===== src/design/hbdc_defines.vh =====
`ifndef HBDC_DEFINES_VH
`define HBDC_DEFINES_VH

// Configuration offsets (bus 0, device 0, function 0)
`define HBDC_OFF_RC_BASE      8'h4c
`define HBDC_OFF_GFX_CTRL     8'h52
`define HBDC_OFF_DEV_EN       8'h54
`define HBDC_OFF_ATTR_MAP_0   8'h90
`define HBDC_OFF_ATTR_MAP_1   8'h91
`define HBDC_OFF_ATTR_MAP_2   8'h92
`define HBDC_OFF_ATTR_MAP_3   8'h93

// Reset values
`define HBDC_RST_RC_BASE      32'h0000_0000
`define HBDC_RST_GFX_CTRL     16'h0030
`define HBDC_RST_DEV_EN       32'h0000_001b
`define HBDC_RST_ATTR_MAP     8'h00

// Link root-complex base fields
`define HBDC_RC_BASE_MSB      31
`define HBDC_RC_BASE_LSB      12
`define HBDC_RC_EN_BIT        0

// Graphics control fields
`define HBDC_GMS_MSB          6
`define HBDC_GMS_LSB          4
`define HBDC_IVD_BIT          1
`define HBDC_GMS_NONE         3'h0
`define HBDC_GMS_1MB          3'h1
`define HBDC_GMS_8MB          3'h3
`define HBDC_SUBCLASS_VGA     8'h00
`define HBDC_SUBCLASS_OTHER   8'h80

// Device enable fields
`define HBDC_DEV_F1_BIT       4
`define HBDC_DEV_F0_BIT       3
`define HBDC_DEV_PORT_BIT     1
`define HBDC_DEV_HOST_BIT     0

// Segment attribute fields and encodings
`define HBDC_HI_MSB           5
`define HBDC_HI_LSB           4
`define HBDC_LO_MSB           1
`define HBDC_LO_LSB           0
`define HBDC_ATTR_RE_BIT      0
`define HBDC_ATTR_WE_BIT      1

// Legacy region 0C0000h-0FFFFFh and 16-KB segment index
`define HBDC_LEG_TOP_MSB      31
`define HBDC_LEG_TOP_LSB      18
`define HBDC_LEG_TOP_VAL      14'h0003
`define HBDC_SEG_MSB          17
`define HBDC_SEG_LSB          14
`define HBDC_SEG_C0           4'h0
`define HBDC_SEG_C4           4'h1
`define HBDC_SEG_C8           4'h2
`define HBDC_SEG_CC           4'h3
`define HBDC_SEG_D0           4'h4
`define HBDC_SEG_D4           4'h5
`define HBDC_SEG_F0_HI2       2'h3

// Access sources
`define HBDC_SRC_HOST         2'h0
`define HBDC_SRC_PCI          2'h1
`define HBDC_SRC_LINK         2'h2
`define HBDC_SRC_GFX          2'h3

// Cycles after reset release before straps are trusted
`define HBDC_STRAP_WAIT       2'h2

`endif


===== src/design/hbdc_rst_defines.vh =====
`ifndef HBDC_RST_DEFINES_VH
`define HBDC_RST_DEFINES_VH

// Per-field reset values of the stored register bits
`define HBDC_RST_RC_BASE_HI   20'h0_0000
`define HBDC_RST_GFX_CTRL_GMS 3'h3
`define HBDC_RST_DEV_EN_F1    1'h1
`define HBDC_RST_DEV_EN_F0    1'h1
// Port enable holds one until the straps have been captured
`define HBDC_RST_DEV_EN_PORT  1'h1

`endif


===== src/design/hbdc_host_bridge.v =====
`include "hbdc_defines.vh"
`include "hbdc_rst_defines.vh"

module hbdc_host_bridge (
  input  wire        clk_sys_in,
  input  wire        rst_in,
  // Configuration access port, byte address of a dword
  input  wire        cfg_wr_in,
  input  wire        cfg_rd_in,
  input  wire [7:0]  cfg_addr_in,
  input  wire [3:0]  cfg_be_in,
  input  wire [31:0] cfg_wdata_in,
  output reg  [31:0] cfg_rdata_out,
  output reg         cfg_rd_valid_out,
  // Lock from the system management RAM control register
  input  wire        smm_lock_in,
  // Straps, sampled from pins
  input  wire        serial_digital_video_strap_in,
  input  wire        concurrent_op_strap_in,
  // Memory access to be decoded
  input  wire        acc_valid_in,
  input  wire [31:0] acc_addr_in,
  input  wire        acc_write_in,
  input  wire [1:0]  acc_src_in,
  output reg         acc_done_out,
  output reg         rc_window_hit_out,
  output reg         legacy_hit_out,
  output reg         legacy_to_dram_out,
  output reg         legacy_to_link_out,
  // Steering outputs toward the decode logic
  output reg         vga_claim_out,
  output reg  [7:0]  gfx_subclass_out,
  output reg  [2:0]  stolen_mem_size_out,
  output reg         gfx_func0_visible_out,
  output reg         gfx_func1_visible_out,
  output reg         gfx_port_visible_out
);

  // Stored register fields; only writable bits have flops
  reg [19:0] link_rc_base;
  reg        link_rc_window_en;
  reg [2:0]  stolen_mem_size;
  reg        vga_claim_disable;
  reg        gfx_func1_enable;
  reg        gfx_func0_enable;
  reg        gfx_port_enable;
  reg [1:0]  attr0_hi;
  reg [1:0]  attr1_hi;
  reg [1:0]  attr1_lo;
  reg [1:0]  attr2_hi;
  reg [1:0]  attr2_lo;
  reg [1:0]  attr3_hi;
  reg [1:0]  attr3_lo;

  // Strap capture state
  reg  [1:0] strap_cnt;
  reg        strap_done;
  wire       serial_digital_video_sync;
  wire       conc_sync;

  // Reassembled register images
  wire [31:0] rc_base_img;
  wire [15:0] gfx_ctrl_img;
  wire [31:0] dev_en_img;
  wire [7:0]  map0_img;
  wire [7:0]  map1_img;
  wire [7:0]  map2_img;
  wire [7:0]  map3_img;

  // Write strobes per register
  wire wr_base;
  wire wr_gfx;
  wire wr_dev;
  wire wr_map;

  // Segment steering result
  wire seg_legacy;
  wire seg_known;
  wire seg_dram;
  wire gfx_vga_off;

  // Compare the dword part of a byte address with a register offset
  function dw_hit;
    input [7:0] addr;
    input [7:0] off;
    begin
      dw_hit = (addr[7:2] == off[7:2]);
    end
  endfunction

  // Byte lane of a register inside its dword
  function [1:0] lane_of;
    input [7:0] off;
    begin
      lane_of = off[1:0];
    end
  endfunction

  assign wr_base = cfg_wr_in & dw_hit(cfg_addr_in, `HBDC_OFF_RC_BASE);
  assign wr_gfx  = cfg_wr_in & dw_hit(cfg_addr_in, `HBDC_OFF_GFX_CTRL);
  assign wr_dev  = cfg_wr_in & dw_hit(cfg_addr_in, `HBDC_OFF_DEV_EN);
  assign wr_map  = cfg_wr_in & dw_hit(cfg_addr_in, `HBDC_OFF_ATTR_MAP_0);

  // Reserved bits are built in as zero, so writes to them change nothing
  assign rc_base_img = {link_rc_base, 11'h000, link_rc_window_en};
  assign gfx_ctrl_img = {9'h000, stolen_mem_size, 2'h0,
                         vga_claim_disable, 1'b0};
  assign dev_en_img = {27'h000_0000, gfx_func1_enable, gfx_func0_enable,
                       1'b0, gfx_port_enable, 1'b1};
  assign map0_img = {2'h0, attr0_hi, 4'h0};
  assign map1_img = {2'h0, attr1_hi, 2'h0, attr1_lo};
  assign map2_img = {2'h0, attr2_hi, 2'h0, attr2_lo};
  assign map3_img = {2'h0, attr3_hi, 2'h0, attr3_lo};

  // Straps come from pins and must be synchronised first
  hbdc_sync2 u_sync_serial_digital_video (
    .clk_sys_in (clk_sys_in),
    .rst_in     (rst_in),
    .async_in   (serial_digital_video_strap_in),
    .sync_out   (serial_digital_video_sync)
  );

  hbdc_sync2 u_sync_conc (
    .clk_sys_in (clk_sys_in),
    .rst_in     (rst_in),
    .async_in   (concurrent_op_strap_in),
    .sync_out   (conc_sync)
  );

  // Wait until synchronised straps are valid, then capture once
  always @(posedge clk_sys_in or posedge rst_in)
  begin
    if (rst_in)
    begin
      strap_cnt  <= 2'h0;
      strap_done <= 1'b0;
    end
    else if (!strap_done)
    begin
      if (strap_cnt == `HBDC_STRAP_WAIT)
        strap_done <= 1'b1;
      else
        strap_cnt <= strap_cnt + 2'h1;
    end
  end

  // Link root-complex base and its enable
  always @(posedge clk_sys_in or posedge rst_in)
  begin
    if (rst_in)
    begin
      link_rc_base      <= `HBDC_RST_RC_BASE_HI;
      link_rc_window_en <= 1'b0;
    end
    else if (wr_base)
    begin
      if (cfg_be_in[0])
        link_rc_window_en <= cfg_wdata_in[`HBDC_RC_EN_BIT];
      if (cfg_be_in[1])
        link_rc_base[3:0] <= cfg_wdata_in[15:12];
      if (cfg_be_in[2])
        link_rc_base[11:4] <= cfg_wdata_in[23:16];
      if (cfg_be_in[3])
        link_rc_base[19:12] <= cfg_wdata_in[31:24];
    end
  end

  // Graphics control; only software changes it, and never while smm_lock_in is high
  always @(posedge clk_sys_in or posedge rst_in)
  begin
    if (rst_in)
    begin
      stolen_mem_size   <= `HBDC_RST_GFX_CTRL_GMS;
      vga_claim_disable <= 1'b0;
    end
    else if (wr_gfx && cfg_be_in[lane_of(`HBDC_OFF_GFX_CTRL)] &&
             !smm_lock_in)
    begin
      stolen_mem_size   <= cfg_wdata_in[16 + `HBDC_GMS_MSB:
                                        16 + `HBDC_GMS_LSB];
      vga_claim_disable <= cfg_wdata_in[16 + `HBDC_IVD_BIT];
    end
  end

  // Device enable; port bit is reloaded from straps once after reset
  always @(posedge clk_sys_in or posedge rst_in)
  begin
    if (rst_in)
    begin
      gfx_func1_enable <= `HBDC_RST_DEV_EN_F1;
      gfx_func0_enable <= `HBDC_RST_DEV_EN_F0;
      gfx_port_enable  <= `HBDC_RST_DEV_EN_PORT;
    end
    else
    begin
      if (wr_dev && cfg_be_in[0])
      begin
        gfx_func1_enable <= cfg_wdata_in[`HBDC_DEV_F1_BIT];
        gfx_func0_enable <= cfg_wdata_in[`HBDC_DEV_F0_BIT];
      end
      // Strap capture wins over a write in the same cycle
      if (!strap_done && strap_cnt == `HBDC_STRAP_WAIT)
        gfx_port_enable <= ~serial_digital_video_sync | conc_sync;
      else if (wr_dev && cfg_be_in[0])
        gfx_port_enable <= cfg_wdata_in[`HBDC_DEV_PORT_BIT];
    end
  end

  // Four attribute maps share one dword, one byte lane each
  always @(posedge clk_sys_in or posedge rst_in)
  begin
    if (rst_in)
    begin
      attr0_hi <= 2'h0;
      attr1_hi <= 2'h0;
      attr1_lo <= 2'h0;
      attr2_hi <= 2'h0;
      attr2_lo <= 2'h0;
      attr3_hi <= 2'h0;
      attr3_lo <= 2'h0;
    end
    else if (wr_map)
    begin
      if (cfg_be_in[lane_of(`HBDC_OFF_ATTR_MAP_0)])
        attr0_hi <= cfg_wdata_in[`HBDC_HI_MSB:`HBDC_HI_LSB];
      if (cfg_be_in[lane_of(`HBDC_OFF_ATTR_MAP_1)])
      begin
        attr1_hi <= cfg_wdata_in[8 + `HBDC_HI_MSB:8 + `HBDC_HI_LSB];
        attr1_lo <= cfg_wdata_in[8 + `HBDC_LO_MSB:8 + `HBDC_LO_LSB];
      end
      if (cfg_be_in[lane_of(`HBDC_OFF_ATTR_MAP_2)])
      begin
        attr2_hi <= cfg_wdata_in[16 + `HBDC_HI_MSB:16 + `HBDC_HI_LSB];
        attr2_lo <= cfg_wdata_in[16 + `HBDC_LO_MSB:16 + `HBDC_LO_LSB];
      end
      if (cfg_be_in[lane_of(`HBDC_OFF_ATTR_MAP_3)])
      begin
        attr3_hi <= cfg_wdata_in[24 + `HBDC_HI_MSB:24 + `HBDC_HI_LSB];
        attr3_lo <= cfg_wdata_in[24 + `HBDC_LO_MSB:24 + `HBDC_LO_LSB];
      end
    end
  end

  // Read path: one cycle latency, unmapped dwords read zero
  always @(posedge clk_sys_in or posedge rst_in)
  begin
    if (rst_in)
    begin
      cfg_rdata_out    <= 32'h0000_0000;
      cfg_rd_valid_out <= 1'b0;
    end
    else
    begin
      cfg_rd_valid_out <= cfg_rd_in;
      if (cfg_rd_in)
      begin
        if (dw_hit(cfg_addr_in, `HBDC_OFF_RC_BASE))
          cfg_rdata_out <= rc_base_img;
        else if (dw_hit(cfg_addr_in, `HBDC_OFF_GFX_CTRL))
          cfg_rdata_out <= {gfx_ctrl_img, 16'h0000};
        else if (dw_hit(cfg_addr_in, `HBDC_OFF_DEV_EN))
          cfg_rdata_out <= dev_en_img;
        else if (dw_hit(cfg_addr_in, `HBDC_OFF_ATTR_MAP_0))
          cfg_rdata_out <= {map3_img, map2_img, map1_img, map0_img};
        else
          cfg_rdata_out <= 32'h0000_0000;
      end
    end
  end

  // Legacy segment steering for the access in flight
  hbdc_seg_steer u_seg_steer (
    .addr_in        (acc_addr_in),
    .write_in       (acc_write_in),
    .src_in         (acc_src_in),
    .map0_in        (map0_img),
    .map1_in        (map1_img),
    .map2_in        (map2_img),
    .map3_in        (map3_img),
    .legacy_hit_out (seg_legacy),
    .attr_known_out (seg_known),
    .to_dram_out    (seg_dram)
  );

  // Access decode, registered; hit results stand until the next access, done only follows acc_valid_in one cycle late
  always @(posedge clk_sys_in or posedge rst_in)
  begin
    if (rst_in)
    begin
      acc_done_out       <= 1'b0;
      rc_window_hit_out  <= 1'b0;
      legacy_hit_out     <= 1'b0;
      legacy_to_dram_out <= 1'b0;
      legacy_to_link_out <= 1'b0;
    end
    else
    begin
      acc_done_out <= acc_valid_in;
      if (acc_valid_in)
      begin
        // Window claims only while enabled, aligned to 4 KB
        rc_window_hit_out <= link_rc_window_en &&
          (acc_addr_in[`HBDC_RC_BASE_MSB:`HBDC_RC_BASE_LSB]
           == link_rc_base);
        legacy_hit_out     <= seg_legacy;
        // Link and port always land in memory; software keeps such
        // segments read-write so the host side never disagrees
        legacy_to_dram_out <= seg_dram;
        legacy_to_link_out <= seg_legacy & seg_known & ~seg_dram;
      end
    end
  end

  // VGA claiming is off when no memory is stolen or when disabled
  assign gfx_vga_off = (stolen_mem_size == `HBDC_GMS_NONE) |
                       vga_claim_disable;

  // Steering outputs, registered from the stored fields
  always @(posedge clk_sys_in or posedge rst_in)
  begin
    if (rst_in)
    begin
      vga_claim_out         <= 1'b0;
      gfx_subclass_out      <= `HBDC_SUBCLASS_VGA;
      stolen_mem_size_out   <= 3'h0;
      gfx_func0_visible_out <= 1'b0;
      gfx_func1_visible_out <= 1'b0;
      gfx_port_visible_out  <= 1'b0;
    end
    else
    begin
      vga_claim_out         <= ~gfx_vga_off;
      gfx_subclass_out      <= gfx_vga_off ? `HBDC_SUBCLASS_OTHER
                                           : `HBDC_SUBCLASS_VGA;
      stolen_mem_size_out   <= stolen_mem_size;
      gfx_func0_visible_out <= gfx_func0_enable;
      gfx_func1_visible_out <= gfx_func1_enable;
      gfx_port_visible_out  <= gfx_port_enable;
    end
  end

endmodule


===== src/design/hbdc_sync2.v =====
module hbdc_sync2 (
  input  wire       clk_sys_in,
  input  wire       rst_in,
  input  wire       async_in,
  output reg        sync_out
);

  reg stage1;

  // Two flops; only the second flop reads the first
  always @(posedge clk_sys_in or posedge rst_in)
  begin
    if (rst_in)
    begin
      stage1   <= 1'b0;
      sync_out <= 1'b0;
    end
    else
    begin
      stage1   <= async_in;
      sync_out <= stage1;
    end
  end

endmodule


===== src/design/hbdc_seg_steer.v =====
`include "hbdc_defines.vh"

module hbdc_seg_steer (
  input  wire [31:0] addr_in,
  input  wire        write_in,
  input  wire [1:0]  src_in,
  input  wire [7:0]  map0_in,
  input  wire [7:0]  map1_in,
  input  wire [7:0]  map2_in,
  input  wire [7:0]  map3_in,
  output wire        legacy_hit_out,
  output wire        attr_known_out,
  output wire        to_dram_out
);

  wire [3:0] seg;
  reg  [1:0] attr;
  reg        known;

  assign seg = addr_in[`HBDC_SEG_MSB:`HBDC_SEG_LSB];
  // Whole 0C0000h-0FFFFFh window
  assign legacy_hit_out =
    (addr_in[`HBDC_LEG_TOP_MSB:`HBDC_LEG_TOP_LSB] == `HBDC_LEG_TOP_VAL);

  // Pick the two-bit attribute of the addressed 16-KB segment
  always @*
  begin
    attr  = 2'h0;
    known = 1'b1;
    case (seg)
      `HBDC_SEG_C0: attr = map1_in[`HBDC_LO_MSB:`HBDC_LO_LSB];
      `HBDC_SEG_C4: attr = map1_in[`HBDC_HI_MSB:`HBDC_HI_LSB];
      `HBDC_SEG_C8: attr = map2_in[`HBDC_LO_MSB:`HBDC_LO_LSB];
      `HBDC_SEG_CC: attr = map2_in[`HBDC_HI_MSB:`HBDC_HI_LSB];
      `HBDC_SEG_D0: attr = map3_in[`HBDC_LO_MSB:`HBDC_LO_LSB];
      `HBDC_SEG_D4: attr = map3_in[`HBDC_HI_MSB:`HBDC_HI_LSB];
      default:
      begin
        if (seg[3:2] == `HBDC_SEG_F0_HI2)
          attr = map0_in[`HBDC_HI_MSB:`HBDC_HI_LSB];
        else
          known = 1'b0;
      end
    endcase
  end

  assign attr_known_out = legacy_hit_out & known;

  // Link and graphics-port initiators always go to memory; host and PCI obey
  // the attribute, read enable for reads and write enable for writes
  assign to_dram_out = legacy_hit_out &
    (((src_in == `HBDC_SRC_LINK) | (src_in == `HBDC_SRC_GFX)) |
     (known & (write_in ? attr[`HBDC_ATTR_WE_BIT]
                        : attr[`HBDC_ATTR_RE_BIT])));

endmodule


===== config.mk =====
export PLATFORM = sky130hd
export DESIGN_NAME = hbdc_host_bridge
export DESIGN_NICKNAME = d
export VERILOG_FILES = /design/src/design/hbdc_host_bridge.v /design/src/design/hbdc_sync2.v /design/src/design/hbdc_seg_steer.v
export VERILOG_INCLUDE_DIRS = /design/src /design/src/design
export SDC_FILE = /design/constraint.sdc
export NUM_CORES = 1
export LEC_CHECK = 0
export BUFFER_PORTS_ARGS = -buffer_cell sky130_fd_sc_hd__buf_2
export CAP_MARGIN = 20
export CORE_AREA = 2 2 86 104
export DETAILED_ROUTE_END_ITERATION = 8
export DIE_AREA = 0 0 88 106
export PLACE_DENSITY = 0.78
export SLEW_MARGIN = 15
export SYNTH_ARGS = -nofsm -noshare
export SYNTH_HDL_FRONTEND = slang
export SYNTH_HIERARCHICAL = 1
export SYNTH_SLANG_ARGS = --single-unit

===== constraint.sdc =====
create_clock -name clk_sys_in -period 3.18 [get_ports clk_sys_in]
set_input_delay 0.318 -clock clk_sys_in [delete_from_list [all_inputs] [get_ports clk_sys_in]]
set_output_delay 0.318 -clock clk_sys_in [all_outputs]
set_load 0.01 [all_outputs]

==> summary.md, run 1 <==
| Metric | Value |
|---|---|
| Core area | 0.008379 sq mm |
| PnR worst setup slack | 1308 ps |
| Sequential cell area fraction in the yosys report | 55.45% |
| Count of final max-slew check failures | 0 |
| Tot GR Track Use | 20.94% |
| GPL Wtd Cong | 0.8473 |
| Clock Latency Late Sink | around 350 ps |
| Clock sink count | 90 |
| RSZ-0062 raised after global routing | no |
| Syn Std Cell Area | 0.004073 sq mm |
| Worst Hold Class | in -> reg |
| Vias per cell | 5.056 |
| Vias | 2902 |
| # hold bufs at CTS | 1 |
| Post-route ant nets | 0 |
| Fmax | 534.1 MHz |
| Final Hold Viols | 0 |
| Number of synthesized flops with an enable pin | 0 |
| Outcome | finished, final reports clean |
| Routed WL per cell | between 15 and 20 um |
| Cts repair resizes | 0 |
| Crit start category | input pin |
| Setup TNS | 0 ps |
| Top_reg_cell synth | dfrtp_1 |
| Inserted Diodes | 0 |
| Post-Syn Instances | 345 |
| CTS Buffer Depth | 2 |
| Largest net degree at the start of global routing | 55 |
| Syn avg cell area | 11.80 sq um |
| Worst-path fanout max | 18 |
| Post-route insts no fill | 574 |
| Final period util | 58.88% |
| Fraction of registers with async set/reset | 100.0% |
| Final HPWL DP | 7.082 mm |
| Post-DP Area | 0.004679 sq mm |
| First-pass GRT wire length | 14.66 mm |
| Filler cells | 699 |
| Maxcap violations | 0 |
| FF+latch area | approximately 0.0023 sq mm |
| Drt drc | 0 |
| H-tree depth | 3 |
| Crit path time final | 1872 ps |
| Worst-path clk slew | 90 ps |
| Setup Fix Bufs, Post-CTS | 0 |
| Placed cells | 557 |
| Net count, final | 540 |
| CTS tree | done |
| Share of layout cells above drive strength 1 | roughly two fifths |
| Root buf cell | clkbuf_8 |
| FF+latch count, synth | 90 |
| Io pins | between 100 and 150 |
| Cell Rows | 37 |
| CP arrival | 2110 ps |
| Initial Utilization | 48.60% |
| Worst Hold Slack | around 68 ps |
| Number of global-route vias before repair | 2877 |
| Worst-case vdd ir drop | 0.0003006 V |
| Area delta synth->final | 20.77% |
| Die span in x | 88 um |
| Area of the multi-input gates | 0.001587 sq mm |
| Port Buffers | 107 |
| Endpoints failing setup | 0 |
| Worst endpoint required time | 3420 ps |
| Cell area after layout | 0.004918 sq mm |
| Slew at the pin closest to its max-slew limit | 840.3 ps |
| Post-synth cell types | 47 |
| Critical path type | in -> reg |
| DRT iter0 DRCs | around 160 |
| Grt ovf | 0 |
| Power Density | between 400 and 500 mW/mm^2 |
| Leak | 2.485 nW |
| Slew Limit Headroom | a little over two fifths |
| Antenna violations before repair | 1 |
| DRT Pass-1 Iters | 7 |
| Cts bufs inserted | 9 |
| Worst Reg-to-Reg Cells | 4 |
| Synth warnings | 6 |
| Post-Place Setup Slack | approximately 930 ps |
| WHS Path Cells | 1 |
| Die area | 0.009328 sq mm |
| CP endpoint kind | register |
| Post-Route WL | around 9.3 mm |
| Die height | 106 um |
| Clock Skew | 9.336 ps |
report_power, final:
| part | leakage (nW) | total, mW | switching (mW) | internal [mW] |
|---|---|---|---|---|
| Combinational | 1.19 | 0.240 | 0.129 | 0.111 |
| Sequential | 1.18 | 1.26 | 0.0513 | 1.21 |
| Clock | 0.117 | 0.878 | 0.392 | 0.487 |
cell usage after synthesis (2+ instances only):
library cell / number / area share (%)
dfrtp_1: 85 / 52
mux2_2: 36 / 10
inv_1: 29 / 2.7
o21ai_0: 19 / 2.3
xor2_1: 19 / 4.1
nand3_1: 16 / 2.0
nor2_1: 15 / 1.4
buf_4: 14 / 2.6
a21oi_1: 12 / 1.5
clkbuf_1: 9 / 0.83
a22oi_1: 8 / 1.5
mux2_1: 8 / 2.2
nor4_1: 7 / 1.1
and3_1: 6 / 0.92
nand2_1: 6 / 0.55
dfstp_2: 5 / 3.2
mux2i_1: 5 / 1.2
o22ai_1: 4 / 0.61
a221oi_1: 3 / 0.65
buf_2: 3 / 0.37
nor3b_1: 3 / 0.55
nor3b_4: 3 / 1.4
nand3b_1: 2 / 0.37
nand4_1: 2 / 0.31
nor3_1: 2 / 0.25
o21ai_1: 2 / 0.25
xnor2_1: 2 / 0.43
critical path, cell delays in order:
cell	delay, ps
buf_2	130
or4b_4	550
nor3b_4	200
buf_4	260
and3_1	310
mux2_1	350
flip-flops by register name (all words and copies together), names as in the netlist, 2 cells and up:
| signal | flops |
|---|---|
| attr0_hi | 2 |
| attr1_hi | 2 |
| attr1_lo | 2 |
| attr2_hi | 2 |
| attr2_lo | 2 |
| attr3_hi | 2 |
| attr3_lo | 2 |
| cfg_rdata_out | 27 |
| link_rc_base | 20 |
| stolen_mem_size | 3 |
| stolen_mem_size_out | 3 |
| strap_cnt | 2 |
layout make-up:
| type | instances | share of cell area [%] |
|---|---|---|
| clock buffer | 12 | 3.154 |
| sequential | 90 | 45.92 |
| tap | 117 | 2.976 |
| inverter | 29 | 2.239 |
| clock inverter | 4 | 1.501 |
| multi-input combinational | 210 | 32.26 |
| timing repair buffer | 112 | 11.96 |
cells in the final DEF, fill, tap and decap left out, drive strengths merged, types with 2 or more instances in the layout:
cell	synthesis	final
a21oi	12	12
a221oi	4	4
a22oi	9	9
and3	6	6
buf	18	111
bufinv	0	2
clkbuf	9	12
clkinv	0	3
conb	1	12
dfrtp	85	85
dfstp	5	5
inv	29	28
mux2	44	44
mux2i	5	5
nand2	6	6
nand3	16	16
nand3b	2	2
nand4	2	2
nor2	16	16
nor3	2	2
nor3b	6	6
nor4	7	7
o21ai	21	21
o22ai	4	4
xnor2	2	2
xor2	19	19
stage by stage:
stage / util [%] / power, mW
floorplan: - / 1.417
global placement: 55.85 / 1.518
detailed placement: 55.85 / 1.527
CTS: 58.70 / 2.403
global route: 58.70 / 2.480
finish: 58.70 / 2.380
cell families (layout without fill, tap and decap cells):
group                      Yosys count  after routing  share of synthesized area (%)
DFF                                 90             90                          55.45
other                                1             12                        0.09208
AOI/OAI and AO/OA                   56             56                          8.725
and+or+nand+nor                     71             71                          10.78
xor gates and xnor gates            21             21                          4.516
adders and majority gates            1              1                         0.3072
buffers and inverters               56            157                          6.728
muxes                               49             49                          13.39
metal layers:
metal	wire (um)	GRT usage, %
met1	4060	27.69
met2	4468	33.60
met3	591	5.280
met4	171	6.813
met5	13	0
final timing paths:
| kind | from | end | slack [ps] |
|---|---|---|---|
| setup reg to reg | attr0_hi[0]$_DFFE_PP0P_ | legacy_to_dram_out$_DFFE_PP0P_ | 1710 |
| hold / removal | concurrent_op_strap_in | u_sync_conc/stage1$_DFF_PP0_ | 70 |
| setup / recovery | cfg_addr_in[3] | attr1_lo[1]$_DFFE_PP0P_ | 1310 |
| max in group asynchronous | rst_in | stolen_mem_size[0]$_DFFE_PP1P_ | 1840 |
| min in group asynchronous | rst_in | u_sync_conc/stage1$_DFF_PP0_ | 370 |
| hold reg to reg | u_sync_serial_digital_video/stage1$_DFF_PP0_ | u_sync_serial_digital_video/sync_out$_DFF_PP0_ | 360 |
(Power assumes the default switching activity.)
==> run 2: changes to the inputs <==
Settings changed: ABC_AREA from default to 1, CORE_AREA 2 2 86 104 to 2 2 93 113, DIE_AREA 0 0 88 106 to 0 0 95 115, PLACE_DENSITY 0.78 to 0.75.
Clock period 3.18 ns to 1.55 ns, I/O delays scaled along.
==> run 2 against run 1 <==
  * Largest cell class unchanged
  * Synthesized area up 9.0%
  * Sequential share of layout area fell by 4.7 points
  * Hold slack got worse by 52 ps
  * Critical path type is now reg -> reg
==> summary.md, run 2 <==
| Metric | Value |
|---|---|
| Outcome | finished, final reports clean (unchanged) |
| Worst endpoint required time | 1800 ps (was 3420 ps) |
| Vias | 3981 (was 2902) |
| Synth warnings | 6 (unchanged) |
| Power Density | 990.5 mW/mm^2 (was 483.9 mW/mm^2) |
| DRT iter0 DRCs | 182 (was 157) |
| Share of layout cells above drive strength 1 | 23.36% (was 38.95%) |
| Net count, final | 785 (was 540) |
| # hold bufs at CTS | 4 (was 1) |
| Setup Fix Bufs, Post-CTS | 0 (unchanged) |
| Drt drc | 0 (unchanged) |
| Post-Syn Instances | 576 (was 345) |
| GPL Wtd Cong | 0.9289 (was 0.8473) |
| Switch share | 26.37% (was 24.03%) |
| Grt ovf | 0 (unchanged) |
| Maxcap violations | 0 (unchanged) |
| Largest regs | cfg_rdata_out: 27 flops, link_rc_base: 20 flops (unchanged) |
| Post-route ant nets | 0 (unchanged) |
| RSZ-0062 raised after global routing | no (unchanged) |
| Core area | 0.009859 sq mm (was 0.008379 sq mm) |
| Antenna violations before repair | 0 (was 1) |
| Filler cells | 925 (was 699) |
| Cts repair resizes | 0 (unchanged) |
| Routed WL per cell | 13.82 um (was 16.21 um) |
| Top_reg_cell synth | dfrtp_1 (unchanged) |
| Sequential cell area fraction in the yosys report | 50.89% (was 55.45%) |
| Number of synthesized flops with an enable pin | 0 (unchanged) |
| Commonest non-fill, non-tap cells in the layout | nand2_1 (201), buf_2 (107), dfrtp_1 (85) (was buf_2 (107), dfrtp_1 (85), mux2_2 (36)) |
| Cts bufs inserted | 9 (unchanged) |
| Critical path type | reg -> reg (was in -> reg) |
| Worst Hold Slack | 16.07 ps (was 68.50 ps) |
| Biggest register | cfg_rdata_out (unchanged) |
| Die height | 115 um (was 106 um) |
| Fraction of registers with async set/reset | 100.0% (unchanged) |
| Worst reg2reg setup slack | 100 ps (was 1710 ps) |
| Initial Utilization | 45.01% (was 48.60%) |
| Synth area leaders | dfrtp_1 (48%), nand2_1 (17%), inv_1 (7.2%) (was dfrtp_1 (52%), mux2_2 (10%), xor2_1 (4.1%)) |
| Fmax | 691.9 MHz |
| Internal power | 3.992 mW (was 1.808 mW) |
| First-pass GRT wire length | 18.71 mm (was 14.66 mm) |
| Endpoints failing setup | 0 (unchanged) |
| Largest net degree at the start of global routing | 37 (was 55) |
| CTS tree | done (unchanged) |
| Crit path time final | 1445 ps |
| Die span in x | 95 um (was 88 um) |
| Count of final max-slew check failures | 0 (unchanged) |
| FF+latch count, synth | 90 (unchanged) |
| Most common cell after layout, fill and taps aside | nand2_1 (was buf_2) |
| Root buf cell | clkbuf_16 (was clkbuf_8) |
| Top cells by count, synth | nand2_1 (201), dfrtp_1 (85), inv_1 (85) (was dfrtp_1 (85), mux2_2 (36), inv_1 (29)) |
| Post-Route WL | 11.44 mm (was 9.304 mm) |
| Inserted Diodes | 0 (unchanged) |
| CP endpoint kind | register (unchanged) |
| DRT Pass-1 Iters | 4 (was 7) |
| Combinational share of power | 11.6% (was 10.1%) |
| Worst-case vdd ir drop | 0.0005679 V (was 0.0003006 V) |
| Setup TNS | 0 ps (unchanged) |
| CP arrival | 1700 ps (was 2110 ps) |
| Worst-path clk slew | 70 ps (was 90 ps) |
| Clock Latency Late Sink | 350 ps (about the same) |
| Final Hold Viols | 0 (unchanged) |
| Most frequent cell after synthesis | nand2_1 (was dfrtp_1) |
| Top cell type by total area after synthesis | dfrtp_1 (unchanged) |
| Worst Hold Class | in -> reg (unchanged) |
| Net Sw Power | 1.429 mW (was 0.5720 mW) |
| Syn Std Cell Area | 0.004438 sq mm (was 0.004073 sq mm) |
| Area delta synth->final | 23.34% (was 20.77%) |
| Crit start category | register (was input pin) |
| Tot GR Track Use | 22.37% (was 20.94%) |
| Vias per cell | 4.808 (was 5.056) |
| Number of global-route vias before repair | 3978 (was 2877) |
| Port Buffers | 107 (unchanged) |
| Seq pwr share | 48.2% (was 53.0%) |
| CTS Buffer Depth | 2 (unchanged) |
| Clock Skew | 6.535 ps (was 9.336 ps) |
| H-tree depth | 3 (unchanged) |
| Leak | 3.111 nW (was 2.485 nW) |
| Cell Rows | 40 (was 37) |
| Io pins | 140 (unchanged) |
| Final period util | 93.24% |
| Clock sink count | 90 (unchanged) |
| Syn avg cell area | 7.705 sq um (was 11.80 sq um) |
| Post-synth cell types | 35 (was 47) |
| Worst-path fanout max | 3 (was 18) |
| Top-area cell type share of the netlist area | 47.93% (was 52.23%) |
| Clock Power Share | 40.2% (was 36.9%) |
| Die area | 0.01093 sq mm (was 0.009328 sq mm) |
| Max reg flops | 27 (unchanged) |
| Final HPWL DP | 8.771 mm (was 7.082 mm) |
run 2: worst max-delay path, stage by stage, from the launching register on:
cell and delay (ps):
dfrtp_1 400, or2_2 300, a21oi_1 280, a21oi_2 120
o31ai_1 260
run 2: power groups by stage:
stage / combinational [mW] / sequential [mW] / clock [mW]
5_1_grt: 0.714 / 2.63 / 2.31
3_3_place_gp: 0.604 / 2.65 / 0
6_report: 0.627 / 2.61 / 2.18
4_1_cts: 0.633 / 2.61 / 2.20
3_5_place_dp: 0.622 / 2.65 / 0
2_1_floorplan: 0.363 / 2.64 / 0
run 2: cell families after synthesis:
kind of cell    synth area share [%]
other cells                  0.08450
buf+inv                        10.74
xor+xnor                      0.3948
simple gates                   29.69
fa+ha+maj                     0.2819
compound gates                 7.922
flops                          50.89
run 2: per-stage QoR:
stage	util (%)	total power [mW]	cells	cell area [sq um]	setup WS, ps
4_1_cts	55.52	5.448	828	5474	113.7
6_report	55.52	5.422	828	5474	104.7
3_3_place_gp	52.12	3.256	808	5139	161.2
3_5_place_dp	52.12	3.276	808	5139	117.6
2_1_floorplan	-	3.001	587	4483	359.0
5_1_grt	55.52	5.659	828	5474	10.89
run 2: area by class of cell:
cell class / count / area, sq um / area share (%)
clock buffers: 10 / 229.0 / 4.183
clock inverters: 6 / 66.31 / 1.211
inverters: 85 / 322.8 / 5.897
multi-input cells: 389 / 1744 / 31.86
flip-flops and latches: 90 / 2258 / 41.26
well taps: 126 / 157.7 / 2.880
repair buffers: 122 / 695.7 / 12.71
run 2: metal layers:
layer / global-route usage, % / part of all wire (%)
met5: 0 / 0
met4: 11.30 / 2.5
met3: 3.342 / 5.4
met2: 38.53 / 50
met1: 27.14 / 42
run 2: path summary, 6_finish.rpt:
path                            cells after the start                        endpoint                         start
worst max-delay path                                4  legacy_to_link_out$_DFFE_PP0P_       attr0_hi[1]$_DFFE_PP0P_
max in group asynchronous                           4    gfx_func1_enable$_DFFE_PP1P_                        rst_in
worst min-delay path                                3    gfx_func0_enable$_DFFE_PP1P_               cfg_wdata_in[3]
worst min register to register                      0  u_sync_conc/sync_out$_DFF_PP0_  u_sync_conc/stage1$_DFF_PP0_
worst max register to register                      4  legacy_to_link_out$_DFFE_PP0P_       attr0_hi[1]$_DFFE_PP0P_
min in group asynchronous                           3    u_sync_conc/stage1$_DFF_PP0_                        rst_in
==> run 3: changes to the inputs <==
Settings changed: CORE_AREA 2 2 93 113 to 2 2 87 106, DIE_AREA 0 0 95 115 to 0 0 89 108, PLACE_DENSITY 0.75 to 0.81.
Clock period 1.55 ns to 1.8 ns, I/O delays scaled along.
==> run 3 against run 2 <==
  * Hold slack gained 25 ps
  * Final cell count shrank 1.4%
  * Critical path type unchanged
  * Highest routed layer unchanged
  * Sequential share of layout area rose by 1.2 points
==> summary.md, run 3 (same netlist as run 2, synthesis figures left out) <==
| Metric | Value |
|---|---|
| CP endpoint kind | register (unchanged) |
| Tot GR Track Use | 24.75% (was 22.37%) |
| Commonest non-fill, non-tap cells in the layout | nand2_1 (201), buf_2 (107), dfrtp_1 (85) (unchanged) |
| DRT Pass-1 Iters | 5 (was 4) |
| Final period util | 77.31% (was 93.24%) |
| Grt ovf | 0 (unchanged) |
| Share of layout cells above drive strength 1 | 22.32% (was 23.36%) |
| Post-Route WL | 11.10 mm (was 11.44 mm) |
| GPL Wtd Cong | 0.9173 (was 0.9289) |
| Largest net degree at the start of global routing | 33 (was 37) |
| Max reg flops | 27 (unchanged) |
| Die height | 108 um (was 115 um) |
| Port Buffers | 107 (unchanged) |
| Maxcap violations | 0 (unchanged) |
| Fmax | 718.6 MHz (was 691.9 MHz) |
| Initial Utilization | 52.10% (was 45.01%) |
| Most common cell after layout, fill and taps aside | nand2_1 (unchanged) |
| Io pins | 140 (unchanged) |
| Clock Skew | 6.464 ps (was 6.535 ps) |
| Post-route insts no fill | 816 (was 828) |
| Cts repair resizes | 0 (unchanged) |
| DRT iter0 DRCs | 272 (was 182) |
| Biggest register | cfg_rdata_out (unchanged) |
| Clock Latency Late Sink | 360 ps (was 350 ps) |
| Crit start category | register (unchanged) |
| Die area | 0.009612 sq mm (was 0.01093 sq mm) |
| Placed cells | 795 (was 808) |
| Worst Hold Slack | 40.83 ps (was 16.07 ps) |
| Setup TNS | 0 ps (unchanged) |
| Inserted Diodes | 0 (unchanged) |
| Routed WL per cell | 13.61 um (was 13.82 um) |
| Worst Hold Class | in -> reg (unchanged) |
| Net count, final | 782 (was 785) |
| Setup Fix Bufs, Post-CTS | 0 (unchanged) |
| Cts bufs inserted | 9 (unchanged) |
| First-pass GRT wire length | 18.09 mm (was 18.71 mm) |
| Leak | 3.041 nW (was 3.111 nW) |
| Final Power | 4.100 mW (was 5.422 mW) |
| CTS tree | done (unchanged) |
| Area delta synth->final | 19.76% (was 23.34%) |
| Vias per cell | 4.919 (was 4.808) |
| H-tree depth | 3 (unchanged) |
| Crit path time final | 1392 ps (was 1445 ps) |
| Cell Rows | 37 (was 40) |
| RSZ-0062 raised after global routing | no (unchanged) |
| Number of global-route vias before repair | 3992 (was 3978) |
| Outcome | finished, final reports clean (unchanged) |
| Endpoints failing setup | 0 (unchanged) |
| Worst-case vdd ir drop | 0.0004876 V (was 0.0005679 V) |
| Worst endpoint required time | 2080 ps (was 1800 ps) |
| Die span in x | 89 um (was 95 um) |
| Clock sink count | 90 (unchanged) |
| Slew at the pin closest to its max-slew limit | 617.9 ps |
| Final HPWL DP | 8.538 mm (was 8.771 mm) |
| Vias | 4014 (was 3981) |
| CTS Buffer Depth | 2 (unchanged) |
| CP arrival | 1670 ps (was 1700 ps) |
| Largest regs | cfg_rdata_out: 27 flops, link_rc_base: 20 flops (unchanged) |
| Root buf cell | clkbuf_8 (was clkbuf_16) |
| Drt drc | 0 (unchanged) |
| Final Hold Viols | 0 (unchanged) |
| Count of final max-slew check failures | 0 (unchanged) |
| Post-route ant nets | 0 (unchanged) |
| Worst-path clk slew | 80 ps (was 70 ps) |
| Core area | 0.008518 sq mm (was 0.009859 sq mm) |
| Power Density | 771.4 mW/mm^2 (was 990.5 mW/mm^2) |
| Antenna violations before repair | 0 (unchanged) |
| Slew Limit Headroom | 58.72% |
| Critical path type | reg -> reg (unchanged) |
| Worst-path fanout max | 3 (unchanged) |
==> run 3: worst paths after layout <==
| kind | start | to | slack, ps | cells past startpoint |
|---|---|---|---|---|
| worst max-delay path | attr0_hi[1]$_DFFE_PP0P_ | legacy_to_link_out$_DFFE_PP0P_ | 410 | 4 |
| min in group asynchronous | rst_in | u_sync_serial_digital_video/stage1$_DFF_PP0_ | 230 | 3 |
| worst min register to register | u_sync_conc/stage1$_DFF_PP0_ | u_sync_conc/sync_out$_DFF_PP0_ | 360 | 0 |
| max in group asynchronous | rst_in | gfx_func0_enable$_DFFE_PP1P_ | 740 | 4 |
| worst min-delay path | cfg_wdata_in[26] | link_rc_base[14]$_DFFE_PP0P_ | 40 | 3 |
| worst max register to register | attr0_hi[1]$_DFFE_PP0P_ | legacy_to_link_out$_DFFE_PP0P_ | 410 | 4 |
==> run 3: power breakdown <==
| group | leakage, nW | internal, mW | switching [mW] |
|---|---|---|---|
| combinational | 1.80 | 0.203 | 0.336 |
| clock | 0.0849 | 0.646 | 0.669 |
| sequential | 1.15 | 2.15 | 0.0937 |
==> run 3: routing by layer <==
layer	up-vias	wire length [um]	track usage, %
met1	1828	4477	29.56
li1	1980	-	-
met3	42	708	4.580
met4	0	440	14.18
met2	164	5478	41.36
met5	-	0	0
==> run 3: area by class of cell <==
| type | instances | area (sq um) |
|---|---|---|
| flip-flops and latches | 90 | 2258 |
| fillers | 800 | 3203 |
| clock inverters | 2 | 37.54 |
| multi-input cells | 389 | 1744 |
| well taps | 117 | 146.4 |
| repair buffers | 119 | 663.1 |
| clock buffers | 14 | 142.6 |
| inverters | 85 | 322.8 |
==> run 3: repair_timing <==
item / CTS / global route
hold endpoints to repair: 31 / 0
endpoints found under the setup margin: 0 / 0
hold buffers: 5 / 0
==> run 3: per-stage QoR <==
| stage | setup WS [ps] | utilization, % | cell area, sq um |
|---|---|---|---|
| after floorplan | 609.0 | - | 4483 |
| after global placement | 304.6 | 59.69 | 5085 |
| after detailed placement | 291.4 | 59.69 | 5085 |
| after CTS | 427.8 | 62.40 | 5315 |
| after global routing | 286.7 | 62.40 | 5315 |
| final | 408.5 | 62.40 | 5315 |
==> run 3: critical path, stage by stage, from the launching register on <==
cell	delay (ps)
dfrtp_1	400
or2_2	300
a21oi_1	250
a21oi_2	120
o31ai_1	230
